[src/hdl/pkfl_pkg.sv]
// shared constants, register map and carrier types of the packet fifo level tracker
package pkfl_pkg;

  localparam int unsigned APB_AW = 8;
  localparam logic [APB_AW-1:0] OFF_SHORT_PACKET_DELAY = 8'h6c;
  localparam logic [APB_AW-1:0] OFF_RX_FIFO_LEVEL_DEBUG = 8'h70;
  localparam logic [APB_AW-1:0] OFF_RX_FIFO_POINTER_DEBUG = 8'h74;
  localparam logic [APB_AW-1:0] OFF_TX_FIFO_LEVEL_DEBUG = 8'h78;

  localparam int unsigned DELAY_W = 16;
  localparam int unsigned DELAY_LSB = 0;
  localparam logic [DELAY_W-1:0] DELAY_RESET = 16'h0800;
  localparam int unsigned DELAY_UNIT_PS = 16667;
  localparam int unsigned CLK_PERIOD_NS = 100;
  localparam int unsigned CLK_PERIOD_PS = CLK_PERIOD_NS * 1000;

  localparam int unsigned RX_LVL_W = 14;
  localparam int unsigned RX_PTR_W = 13;
  localparam int unsigned TX_LVL_W = 12;
  localparam int unsigned TX_PTR_W = 11;
  localparam int unsigned RX_RD_LVL_LSB = 16;
  localparam int unsigned RX_WR_LVL_LSB = 0;
  localparam int unsigned RX_RD_PTR_LSB = 16;
  localparam int unsigned RX_WR_PTR_LSB = 0;
  localparam int unsigned TX_RD_LVL_LSB = 16;
  localparam int unsigned TX_WR_LVL_LSB = 0;
  localparam logic [RX_LVL_W-1:0] RX_LVL_RESET = 14'h0000;
  localparam logic [RX_PTR_W-1:0] RX_PTR_RESET = 13'h0000;
  localparam logic [TX_LVL_W-1:0] TX_LVL_RESET = 12'h000;
  localparam logic [TX_PTR_W-1:0] TX_PTR_RESET = 11'h000;

  localparam int unsigned IN_FIFO_W = 2;
  localparam int unsigned IN_FIFO_DEPTH = 4;

  // one dword written into a packet fifo
  typedef struct packed {
    logic dword;
    logic last;
    logic err;
  } pkfl_wr_type;

  // one dword read out of a packet fifo, or a rewind of the packet in progress
  typedef struct packed {
    logic dword;
    logic last;
    logic rewind;
  } pkfl_rd_type;

  // entry of the mac-side input buffer: last dword of frame, frame failed its fcs
  typedef struct packed {
    logic last;
    logic err;
  } pkfl_mac_type;

  typedef enum logic [1:0] {
    DLY_IDLE = 2'b01,
    DLY_WAIT = 2'b10
  } pkfl_dly_state_type;

endpackage

[src/hdl/pkfl_top.sv]
// packet fifo level tracking, mac input buffer and short packet delay with apb registers
//
// Behaviour
// - wait programmed delay before short bulk-in packet
// - delay counts 16.667 ns units, resets 800h
// - read level: whole packet added, minus per read
// - write level: plus per write, minus read packet
// - rx read rewind restores dwords read out
// - usb error rewinds rx read for retransmit
// - fcs error rewinds frame, restores write level
// - tx read side ignores rewinds
// - tx write side rewinds errored usb packet
// - rx levels at 29:16 and 13:0, read-only
// - tx levels at 27:16 and 11:0, read-only
// - rx pointers at 28:16 and 12:0, read-only
`timescale 1ns/1ns

module pkfl_fifo #(
  parameter int unsigned WIDTH = 2,
  parameter int unsigned DEPTH = 4
) (
  input wire logic pclk,
  input wire logic presetn,
  input wire logic in_valid,
  output logic in_ready,
  input wire logic [WIDTH-1:0] in_data,
  output logic out_valid,
  input wire logic out_ready,
  output logic [WIDTH-1:0] out_data
);
  localparam int unsigned AW = (DEPTH > 1) ? $clog2(DEPTH) : 1;
  localparam logic [AW:0] DEPTH_C = (AW+1)'(DEPTH);
  localparam logic [AW-1:0] LAST_C = AW'(DEPTH - 1);

  logic [WIDTH-1:0] mem [DEPTH];
  logic [AW-1:0] wr_ptr_r;
  logic [AW-1:0] rd_ptr_r;
  logic [AW:0] count_r;
  logic [AW:0] count_nxt;
  logic push;
  logic pop;

  assign push = in_valid && in_ready;
  assign pop = out_valid && out_ready;
  assign out_data = mem[rd_ptr_r];

  always_comb begin
    count_nxt = count_r;
    if (push && !pop) begin
      count_nxt = count_r + (AW+1)'(1);
    end else if (pop && !push) begin
      count_nxt = count_r - (AW+1)'(1);
    end
  end

  always_ff @(posedge pclk) begin
    if (push) begin
      mem[wr_ptr_r] <= in_data;
    end
  end

  always_ff @(posedge pclk or negedge presetn) begin
    if (!presetn) begin
      wr_ptr_r <= '0;
      rd_ptr_r <= '0;
    end else begin
      if (push) begin
        wr_ptr_r <= (wr_ptr_r == LAST_C) ? '0 : wr_ptr_r + AW'(1);
      end
      if (pop) begin
        rd_ptr_r <= (rd_ptr_r == LAST_C) ? '0 : rd_ptr_r + AW'(1);
      end
    end
  end

  // ready and valid come from flops so the source never sees a combinational path
  always_ff @(posedge pclk or negedge presetn) begin
    if (!presetn) begin
      count_r <= '0;
      in_ready <= 1'b0;
      out_valid <= 1'b0;
    end else begin
      count_r <= count_nxt;
      in_ready <= (count_nxt != DEPTH_C);
      out_valid <= (count_nxt != '0);
    end
  end
endmodule

module pkfl_tracker #(
  parameter int unsigned LW = 14,
  parameter int unsigned PW = 13,
  parameter bit RD_REWIND = 1'b1
) (
  input wire logic pclk,
  input wire logic presetn,
  input wire pkfl_pkg::pkfl_wr_type wr,
  input wire pkfl_pkg::pkfl_rd_type rd,
  output logic [LW-1:0] rd_lvl_r,
  output logic [LW-1:0] wr_lvl_r,
  output logic [PW-1:0] rd_ptr_r,
  output logic [PW-1:0] wr_ptr_r
);
  import pkfl_pkg::*;

  logic [LW-1:0] wr_cnt_r;
  logic [LW-1:0] rd_cnt_r;
  logic [PW-1:0] wr_start_r;
  logic [PW-1:0] rd_start_r;
  logic [LW-1:0] rd_add;
  logic [LW-1:0] rd_sub;
  logic [LW-1:0] wr_add;
  logic [LW-1:0] wr_sub;
  logic wr_abort;
  logic wr_end;
  logic rd_rewind;
  logic rd_end;

  assign wr_abort = wr.dword && wr.last && wr.err;
  assign wr_end = wr.dword && wr.last && !wr.err;
  // a rewind outranks a read in the same cycle
  assign rd_rewind = RD_REWIND && rd.rewind;
  assign rd_end = rd.dword && rd.last && !rd_rewind;

  always_comb begin
    rd_add = '0;
    rd_sub = '0;
    wr_add = '0;
    wr_sub = '0;
    if (wr_end) begin
      rd_add = wr_cnt_r + LW'(1);
    end
    if (rd_rewind) begin
      rd_add = rd_add + rd_cnt_r;
    end else if (rd.dword) begin
      rd_sub = LW'(1);
    end
    if (wr_abort) begin
      wr_sub = wr_cnt_r;
    end else if (wr.dword) begin
      wr_add = LW'(1);
    end
    if (rd_end) begin
      wr_sub = wr_sub + rd_cnt_r + LW'(1);
    end
  end

  always_ff @(posedge pclk or negedge presetn) begin
    if (!presetn) begin
      rd_lvl_r <= '0;
      wr_lvl_r <= '0;
    end else begin
      rd_lvl_r <= rd_lvl_r + rd_add - rd_sub;
      wr_lvl_r <= wr_lvl_r + wr_add - wr_sub;
    end
  end

  // write side: a failed frame drops the pointer back to the frame start
  always_ff @(posedge pclk or negedge presetn) begin
    if (!presetn) begin
      wr_ptr_r <= '0;
      wr_start_r <= '0;
      wr_cnt_r <= '0;
    end else if (wr_abort) begin
      wr_ptr_r <= wr_start_r;
      wr_cnt_r <= '0;
    end else if (wr_end) begin
      wr_ptr_r <= wr_ptr_r + PW'(1);
      wr_start_r <= wr_ptr_r + PW'(1);
      wr_cnt_r <= '0;
    end else if (wr.dword) begin
      wr_ptr_r <= wr_ptr_r + PW'(1);
      wr_cnt_r <= wr_cnt_r + LW'(1);
    end
  end

  // read side: a rewind replays the packet from its first dword
  always_ff @(posedge pclk or negedge presetn) begin
    if (!presetn) begin
      rd_ptr_r <= '0;
      rd_start_r <= '0;
      rd_cnt_r <= '0;
    end else if (rd_rewind) begin
      rd_ptr_r <= rd_start_r;
      rd_cnt_r <= '0;
    end else if (rd_end) begin
      rd_ptr_r <= rd_ptr_r + PW'(1);
      rd_start_r <= rd_ptr_r + PW'(1);
      rd_cnt_r <= '0;
    end else if (rd.dword) begin
      rd_ptr_r <= rd_ptr_r + PW'(1);
      rd_cnt_r <= rd_cnt_r + LW'(1);
    end
  end
endmodule

module pkfl_top (
  input wire logic pclk,
  input wire logic presetn,
  input wire logic psel,
  input wire logic penable,
  input wire logic pwrite,
  input wire logic [pkfl_pkg::APB_AW-1:0] paddr,
  input wire logic [31:0] pwdata,
  output logic [31:0] prdata,
  output logic pready,
  output logic pslverr,
  input wire logic mac_rx_valid,
  output logic mac_rx_ready,
  input wire pkfl_pkg::pkfl_mac_type mac_rx_data,
  input wire pkfl_pkg::pkfl_rd_type usb_rx_rd,
  input wire pkfl_pkg::pkfl_wr_type usb_tx_wr,
  input wire pkfl_pkg::pkfl_rd_type mac_tx_rd,
  input wire logic short_pkt_req,
  output logic short_pkt_go,
  output logic short_pkt_busy
);
  import pkfl_pkg::*;

  logic [DELAY_W-1:0] delay_r;
  logic [RX_LVL_W-1:0] rx_rd_lvl;
  logic [RX_LVL_W-1:0] rx_wr_lvl;
  logic [RX_PTR_W-1:0] rx_rd_ptr;
  logic [RX_PTR_W-1:0] rx_wr_ptr;
  logic [TX_LVL_W-1:0] tx_rd_lvl;
  logic [TX_LVL_W-1:0] tx_wr_lvl;
  logic buf_valid;
  logic buf_ready;
  pkfl_mac_type buf_data;
  pkfl_wr_type rx_wr;
  logic [31:0] rdata;
  logic mapped;
  logic setup;
  logic wr_access;
  pkfl_dly_state_type dly_state_r;
  logic [31:0] dly_target_r;
  logic [31:0] dly_elapsed_r;
  logic [31:0] dly_elapsed_nxt;

  // the mac side is buffered; draining stops when the rx fifo holds its full span
  pkfl_fifo #(
    .WIDTH(IN_FIFO_W),
    .DEPTH(IN_FIFO_DEPTH)
  ) u_in_fifo (
    .pclk(pclk),
    .presetn(presetn),
    .in_valid(mac_rx_valid),
    .in_ready(mac_rx_ready),
    .in_data(mac_rx_data),
    .out_valid(buf_valid),
    .out_ready(buf_ready),
    .out_data(buf_data)
  );
  assign buf_ready = (rx_wr_lvl < RX_LVL_W'(1 << RX_PTR_W));
  assign rx_wr = '{dword: buf_valid && buf_ready, last: buf_data.last, err: buf_data.err};
  pkfl_tracker #(
    .LW(RX_LVL_W),
    .PW(RX_PTR_W),
    .RD_REWIND(1'b1)
  ) u_rx (
    .pclk(pclk),
    .presetn(presetn),
    .wr(rx_wr),
    .rd(usb_rx_rd),
    .rd_lvl_r(rx_rd_lvl),
    .wr_lvl_r(rx_wr_lvl),
    .rd_ptr_r(rx_rd_ptr),
    .wr_ptr_r(rx_wr_ptr)
  );
  pkfl_tracker #(
    .LW(TX_LVL_W),
    .PW(TX_PTR_W),
    .RD_REWIND(1'b0)
  ) u_tx (
    .pclk(pclk),
    .presetn(presetn),
    .wr(usb_tx_wr),
    .rd(mac_tx_rd),
    .rd_lvl_r(tx_rd_lvl),
    .wr_lvl_r(tx_wr_lvl),
    .rd_ptr_r(),
    .wr_ptr_r()
  );
  assign setup = psel && !penable;
  assign wr_access = psel && penable && pready && pwrite;
  always_comb begin
    rdata = 32'h0000_0000;
    mapped = 1'b1;
    case (paddr)
      OFF_SHORT_PACKET_DELAY: begin
        rdata[DELAY_LSB +: DELAY_W] = delay_r;
      end
      OFF_RX_FIFO_LEVEL_DEBUG: begin
        rdata[RX_RD_LVL_LSB +: RX_LVL_W] = rx_rd_lvl;
        rdata[RX_WR_LVL_LSB +: RX_LVL_W] = rx_wr_lvl;
      end
      OFF_RX_FIFO_POINTER_DEBUG: begin
        rdata[RX_RD_PTR_LSB +: RX_PTR_W] = rx_rd_ptr;
        rdata[RX_WR_PTR_LSB +: RX_PTR_W] = rx_wr_ptr;
      end
      OFF_TX_FIFO_LEVEL_DEBUG: begin
        rdata[TX_RD_LVL_LSB +: TX_LVL_W] = tx_rd_lvl;
        rdata[TX_WR_LVL_LSB +: TX_LVL_W] = tx_wr_lvl;
      end
      default: begin
        mapped = 1'b0;
      end
    endcase
  end
  // answer is prepared during setup, so every access completes with no wait state
  always_ff @(posedge pclk or negedge presetn) begin
    if (!presetn) begin
      pready <= 1'b0;
      pslverr <= 1'b0;
      prdata <= 32'h0000_0000;
    end else begin
      pready <= setup;
      pslverr <= setup && !mapped;
      prdata <= (setup && !pwrite) ? rdata : 32'h0000_0000;
    end
  end

  // only the delay field is writable; writes to the debug words change nothing
  always_ff @(posedge pclk or negedge presetn) begin
    if (!presetn) begin
      delay_r <= DELAY_RESET;
    end else if (wr_access && paddr == OFF_SHORT_PACKET_DELAY) begin
      delay_r <= pwdata[DELAY_LSB +: DELAY_W];
    end
  end

  // time is kept in picoseconds so the 16.667 ns step needs no divider; least time rounds up
  assign dly_elapsed_nxt = dly_elapsed_r + CLK_PERIOD_PS;

  always_ff @(posedge pclk or negedge presetn) begin
    if (!presetn) begin
      dly_state_r <= DLY_IDLE;
      dly_target_r <= 32'h0000_0000;
      dly_elapsed_r <= 32'h0000_0000;
      short_pkt_go <= 1'b0;
      short_pkt_busy <= 1'b0;
    end else begin
      short_pkt_go <= 1'b0;
      case (dly_state_r)
        DLY_IDLE: begin
          if (short_pkt_req) begin
            dly_target_r <= 32'(delay_r) * 32'(DELAY_UNIT_PS);
            dly_elapsed_r <= 32'h0000_0000;
            dly_state_r <= DLY_WAIT;
            short_pkt_busy <= 1'b1;
          end
        end
        DLY_WAIT: begin
          dly_elapsed_r <= dly_elapsed_nxt;
          if (dly_elapsed_nxt >= dly_target_r) begin
            short_pkt_go <= 1'b1;
            short_pkt_busy <= 1'b0;
            dly_state_r <= DLY_IDLE;
          end
        end
        default: begin
          dly_state_r <= DLY_IDLE;
          short_pkt_busy <= 1'b0;
        end
      endcase
    end
  end
endmodule

[config.mk]
export PLATFORM = sky130hd
export DESIGN_NAME = pkfl_top
export DESIGN_NICKNAME = d
export VERILOG_FILES = /design/src/hdl/pkfl_pkg.sv /design/src/hdl/pkfl_top.sv
export SDC_FILE = /design/constraint.sdc
export NUM_CORES = 1
export LEC_CHECK = 0
export CAP_MARGIN = 20
export CORE_ASPECT_RATIO = 0.8
export CORE_MARGIN = 2
export CORE_UTILIZATION = 30
export CTS_CLUSTER_SIZE = 8
export DETAILED_ROUTE_END_ITERATION = 16
export DONT_BUFFER_PORTS = 1
export PLACE_DENSITY = 0.47
export SLEW_MARGIN = 20
export SYNTH_ARGS = -nofsm -noshare
export SYNTH_HDL_FRONTEND = slang
export SYNTH_HIERARCHICAL = 1
export SYNTH_SLANG_ARGS = --single-unit
[constraint.sdc]
create_clock -name pclk -period 7.3 [get_ports pclk]
set_input_delay 1.095 -clock pclk [delete_from_list [all_inputs] [get_ports pclk]]
set_output_delay 1.095 -clock pclk [all_outputs]
set_load 0.005 [all_outputs]
==> flow_metrics.py, run 1 <==
metrics = {
    "run_status": {
        "outcome": "completed",
    },
    "critical_path": {
        "cp.arrival_ps": 6570,
        "startpoint": "u_in_fifo/rd_ptr_r[0]",
        "crit_path_end_kind": "flop",
        "r2r_slack_ps": 1190,
        "critical_path.max_stage_delay_ps": 750,
        "r2r_start": "u_in_fifo/rd_ptr_r[0]",
        "worst_r2r_path_depth": 22,
        "cp.required_ps": 7770,
        "critical_path_class": "flop to flop",
        "crit_top_cell": "a21oi_1",
        "cp_max_fo": 28,
        "rr_endpoint": "u_rx/wr_lvl_r[13]",
        "cp_slowest_cell": "mux4_2",
        "critPathLaunchType": "flop",
        "cp_cell_sequence": "mux4_2 > nand3_1 > buf_4 > nor2_1 > fa_1 > maj3_1 > a21oi_1 > o21bai_1 > a21oi_1 > o21bai_1 > a21oi_1 > xor2_1 > nor2_1 > a21oi_1 > ha_1 > ha_1 > o21ai_0 > o21ai_1 > o41ai_1 > o21bai_1 > a21oi_1 > xnor3_1",
    },
    "clock_tree": {
        "post-cts-setup-buffers": 0,
        "htree_levels": 2,
        "cts_resized": 0,
        "clock_latency_ps": 610,
        "cts_buffer_depth": 3,
        "cts_tree": "built",
        "cts_buffers": 42,
        "cts_root_buf": "clkbuf_16",
        "cts.sinks": 282,
        "clk_pin_slew_ps": 50,
        "ctsHoldBuffers": 0,
    },
    "layout": {
        "final_net_count": 2862,
        "design_area_sq_mm": 0.0246,
        "antenna_cells": 0,
        "final_cell_mix": "ha_1, dfrtp_1, inv_1",
        "post-route-util_pct": 33.3,
        "layout_commonest_cell": "ha_1",
        "layout-drive-gt1-share_pct": 5.38,
        "fillCellCount": 7705,
        "area_growth_pct": 9.53,
    },
    "sta": {
        "fin_crit_ps": 6110,
        "rsz0062_at_grt": "no",
        "worst_pin_slew_ps": 1070,
        "timing.slew.headroom_pct": 28.4,
        "finalWorstSetupSlack_ps": 1190,
        "fmax_mhz": 164,
        "setup_viol": 0,
        "totalNegativeSetupSlack_ps": 0,
        "fin_crit_sh_pct": 83.6,
        "drv_slew": 0,
        "hold_viol": 0,
        "skew_ps": 46.7,
    },
    "route": {
        "drt_iter0_markers": 1022,
        "via_per_inst": 5.00,
        "wl_per_cell_um": 17.0,
        "drc_errors": 0,
        "vias": 17559,
        "drt-total-wl_um": 59500,
        "postRouteAntennaNets": 0,
        "firstDrtPassIters": 7,
    },
    "logic_synthesis": {
        "syn-cell-area_sq_mm": 0.0224,
        "yosysWarnings": 6,
        "netlist_instances": 2540,
        "syn_area_per_cell_sq_um": 8.83,
    },
    "worst_hold_path": {
        "holdCritPathClass": "primary input to asynchronous set/reset pin",
    },
    "die": {
        "core-area_sq_mm": 0.0738,
        "die_w_um": 310,
        "initial_core_util_pct": 30.4,
        "io_pins": 95,
        "die_area_sq_mm": 0.0770,
        "num_rows": 89,
        "die_y_um": 249,
    },
    "flow_run": {
        "cap_violations": 0,
    },
    "placed_design": {
        "dp_hpwl_um": 44500,
        "placed_area_sq_mm": 0.0234,
        "port_buffers": 0,
        "gp_congestion": 0.847,
        "preCtsSetupSlack_ps": 1120,
    },
    "pwr": {
        "power_mw": 7.28,
        "p_per_area_mw_per_mm2": 296,
        "leakage_nw": 11.7,
        "vdd_drop_max_mv": 0.221,
    },
    "global_route": {
        "grt_pass1_wl_um": 95600,
        "gr-total-overflow": 0,
        "antenna_found_initial": 5,
        "grt_max_degree": 275,
        "gr-usage-all-layers_pct": 15.6,
        "grt_pass1_vias": 17300,
    },
}
where the power goes:
group	switching, mW	leakage (nW)	internal (mW)
Clock	0.791	0.584	1.07
Combinational	1.73	7.47	1.39
Sequential	0.335	3.67	1.96
Total	2.86	11.7	4.42
through the flow:
step,cells,hold slack [ps]
2_1_floorplan,2541,445
3_3_place_gp,3447,459
3_5_place_dp,3448,464
4_1_cts,3509,181
5_1_grt,3509,186
6_report,3509,225
per-layer routing:
layer | wire length (um) | GRT usage (%) | vias up | share of wire [%]
li1 | - | - | 8669 | -
met1 | 29300 | 22.4 | 8535 | 49
met2 | 26700 | 24.2 | 270 | 45
met3 | 2260 | 2.47 | 85 | 3.8
met4 | 1300 | 4.06 | 0 | 2.2
met5 | 0 | 0 | - | 0
how the worst max path moves through the flow:
| stage | endpoint | cells past startpoint |
|---|---|---|
| after global placement | u_rx/wr_lvl_r[13] | 22 |
| after floorplan | u_rx/rd_lvl_r[13] | 25 |
| after CTS | u_rx/wr_lvl_r[13] | 22 |
| after detailed placement | u_rx/wr_lvl_r[13] | 22 |
| after global routing | u_rx/wr_lvl_r[13] | 22 |
| final | u_rx/wr_lvl_r[13] | 22 |
sequential cells by signal (all words and copies together) (netlist names), 14 cells and up:
name and count:
u_rx/wr_cnt_r 14, u_rx/rd_cnt_r 14, dly_target_r 31, u_rx/rd_lvl_r 14, delay_r 16, dly_elapsed_r 27
prdata 30, u_rx/wr_lvl_r 14
worst max-delay path: cells and delay by family (launching register included):
kind,cells,cell delay (ps)
xor+xnor,2,560
fa+ha+maj,4,1440
flops,1,450
simple gates,3,360
compound gates,11,2120
buf+inv,1,310
mux,1,750
cell type report:
cell class | instances | area (sq um) | share of cell area [%]
clock buffers | 56 | 1120 | 4.57
clock inverters | 5 | 86.3 | 0.351
inverters | 260 | 977 | 3.98
multi-input cells | 1891 | 13900 | 56.7
flip-flops and latches | 282 | 7100 | 28.9
well taps | 1001 | 1250 | 5.10
repair buffers | 14 | 105 | 0.428
(Power assumes the default switching activity.)
==> inputs of run 2 (changes only) <==
--- a/config.mk
+++ b/config.mk
@@ -5,6 +5,7 @@
 export SDC_FILE = /design/constraint.sdc
 export NUM_CORES = 1
 export LEC_CHECK = 0
+export ABC_AREA = 1
 export CAP_MARGIN = 20
 export CORE_ASPECT_RATIO = 0.8
 export CORE_MARGIN = 2
==> constraint.sdc (replaced) <==
create_clock -name pclk -period 5.91 [get_ports pclk]
set_input_delay 0.8865 -clock pclk [delete_from_list [all_inputs] [get_ports pclk]]
set_output_delay 0.8865 -clock pclk [all_outputs]
set_load 0.005 [all_outputs]
==> run 2 against run 1 <==
  * Register-to-register slack worse by 430 ps
  * Sequential power rose by 23%
  * Worst setup slack got worse by 430 ps
==> flow_metrics.py, run 2 <==
metrics = {
    "clock_tree": {
        "ctsHoldBuffers": 0,
        "cts_buffers": 42,
        "cts_buffer_depth": 3,
        "cts_resized": 0,
        "cts_root_buf": "clkbuf_16",
        "cts_tree": "built",
        "cts.sinks": 282,
        "htree_levels": 2,
        "clk_pin_slew_ps": 50,
        "clock_latency_ps": 580,
        "post-cts-setup-buffers": 0,
    },
    "die": {
        "core-area_sq_mm": 0.0751,
        "num_rows": 90,
        "die_area_sq_mm": 0.0778,
        "die_w_um": 311,
        "initial_core_util_pct": 30.2,
        "io_pins": 95,
        "die_y_um": 250,
    },
    "pwr": {
        "power_mw": 9.11,
        "vdd_drop_max_mv": 0.251,
        "p_per_area_mw_per_mm2": 364,
        "leakage_nw": 12.4,
    },
    "route": {
        "postRouteAntennaNets": 0,
        "drt-total-wl_um": 63000,
        "via_per_inst": 4.67,
        "wl_per_cell_um": 15.8,
        "drc_errors": 0,
        "drt_iter0_markers": 1302,
        "vias": 18650,
        "firstDrtPassIters": 5,
    },
    "sta": {
        "totalNegativeSetupSlack_ps": 0,
        "worst_pin_slew_ps": 1210,
        "finalWorstSetupSlack_ps": 765,
        "drv_slew": 0,
        "timing.slew.headroom_pct": 19.4,
        "setup_viol": 0,
        "skew_ps": 30.1,
        "fin_crit_sh_pct": 87.1,
        "hold_viol": 0,
        "whs_ps": 81.5,
        "fmax_mhz": 194,
        "fin_crit_ps": 5150,
        "rsz0062_at_grt": "no",
    },
    "placed_design": {
        "port_buffers": 0,
        "dp_hpwl_um": 48500,
        "preCtsSetupSlack_ps": 836,
        "dpl.cell_count": 3927,
        "gp_congestion": 0.852,
        "placed_area_sq_mm": 0.0238,
    },
    "critical_path": {
        "cp.arrival_ps": 5580,
        "crit_path_end_kind": "flop",
        "worst_r2r_path_depth": 21,
        "r2r_start": "delay_r[12]",
        "cp_slowest_cell": "fa_1",
        "critical_path_buf_inv_count": 6,
        "crit_top_cell": "inv_1",
        "r2r_slack_ps": 760,
        "rr_endpoint": "dly_target_r[28]",
        "path_delay_family": "adder cells",
        "cp_max_fo": 6,
        "cp_cell_sequence": "ha_1 > inv_1 > fa_1 > inv_1 > ha_1 > inv_1 > fa_1 > inv_1 > fa_1 > inv_1 > fa_1 > inv_1 > ha_1 > a21oi_1 > o21ai_0 > a21oi_1 > nor2_1 > nor2_1 > nand3_1 > nand3_1 > o21ai_0",
        "cp.required_ps": 6340,
        "critPathLaunchType": "flop",
        "critical_path_class": "flop to flop",
        "critical_path.max_stage_delay_ps": 540,
    },
    "global_route": {
        "grt_pass1_vias": 17388,
        "gr-total-overflow": 0,
        "antenna_found_initial": 1,
        "gr-usage-all-layers_pct": 16.1,
        "grt_max_degree": 275,
        "grt_pass1_wl_um": 99600,
    },
    "layout": {
        "fillCellCount": 8079,
        "layout-drive-gt1-share_pct": 6.07,
        "reg_top3": "dly_target_r x31, prdata x30, dly_elapsed_r x27",
        "largest_register_ffs": 31,
        "final_cells": 3993,
        "area_growth_pct": 10.4,
        "final_net_count": 3330,
        "regMostFlops": "dly_target_r",
        "layout_commonest_cell": "nand2_1",
        "antenna_cells": 0,
        "final_cell_mix": "nand2_1, inv_1, ha_1",
        "post-route-util_pct": 33.3,
        "design_area_sq_mm": 0.0250,
    },
    "flow_run": {
        "cap_violations": 0,
    },
    "logic_synthesis": {
        "syn-cell-area_sq_mm": 0.0227,
        "syn_area_per_cell_sq_um": 7.68,
        "yosysWarnings": 6,
        "netlist_instances": 2953,
    },
    "run_status": {
        "outcome": "completed",
    },
    "worst_hold_path": {
        "holdCritPathClass": "primary input to asynchronous set/reset pin",
    },
}
[run 2: changes by cell type in the layout (fill, tap and decap cells not counted), sizes merged, moves of 18 or more]
| cell | previous run | this run |
|---|---|---|
| nor2b | 18 | 0 |
| nand3 | 60 | 173 |
| and3 | 59 | 0 |
| a21o | 42 | 14 |
| nand2 | 252 | 703 |
| mux2i | 28 | 0 |
| nand4 | 20 | 50 |
| o31ai | 23 | 3 |
| nand2b | 23 | 0 |
| nor2 | 182 | 218 |
| and2 | 26 | 5 |
| xnor2 | 122 | 39 |
| inv | 259 | 473 |
[run 2: cell type report]
type,instances,area [sq um],share of cell area (%)
multi-input cells,2137,13500,53.9
flip-flops and latches,282,7100,28.4
inverters,475,1790,7.17
well taps,1012,1270,5.06
clock buffers,62,1170,4.66
repair buffers,21,158,0.630
clock inverters,4,63.8,0.255
[run 2: power breakdown]
part           switching (mW)  internal [mW]
Combinational            2.41           1.52
Clock                   0.950           1.40
Sequential              0.407           2.43
[run 2: worst max path at each step]
| stage | end | slack (ps) | startpoint | cells past startpoint |
|---|---|---|---|---|
| after floorplan | dly_target_r[20] | 1370 | delay_r[14] | 20 |
| after global placement | dly_target_r[20] | 840 | delay_r[12] | 20 |
| after detailed placement | dly_target_r[20] | 840 | delay_r[12] | 20 |
| after CTS | dly_target_r[28] | 800 | delay_r[12] | 21 |
| after global routing | dly_target_r[28] | 510 | delay_r[12] | 22 |
| final | dly_target_r[28] | 760 | delay_r[12] | 21 |
[run 2: routing by layer]
metal	wire [um]	vias up	track usage, %	part of all wire (%)
met3	3890	55	3.77	6.2
met4	1020	2	3.45	1.6
met2	24000	354	21.7	38
met5	13	-	0	0.021
li1	-	9662	-	-
met1	34100	8577	25.4	54
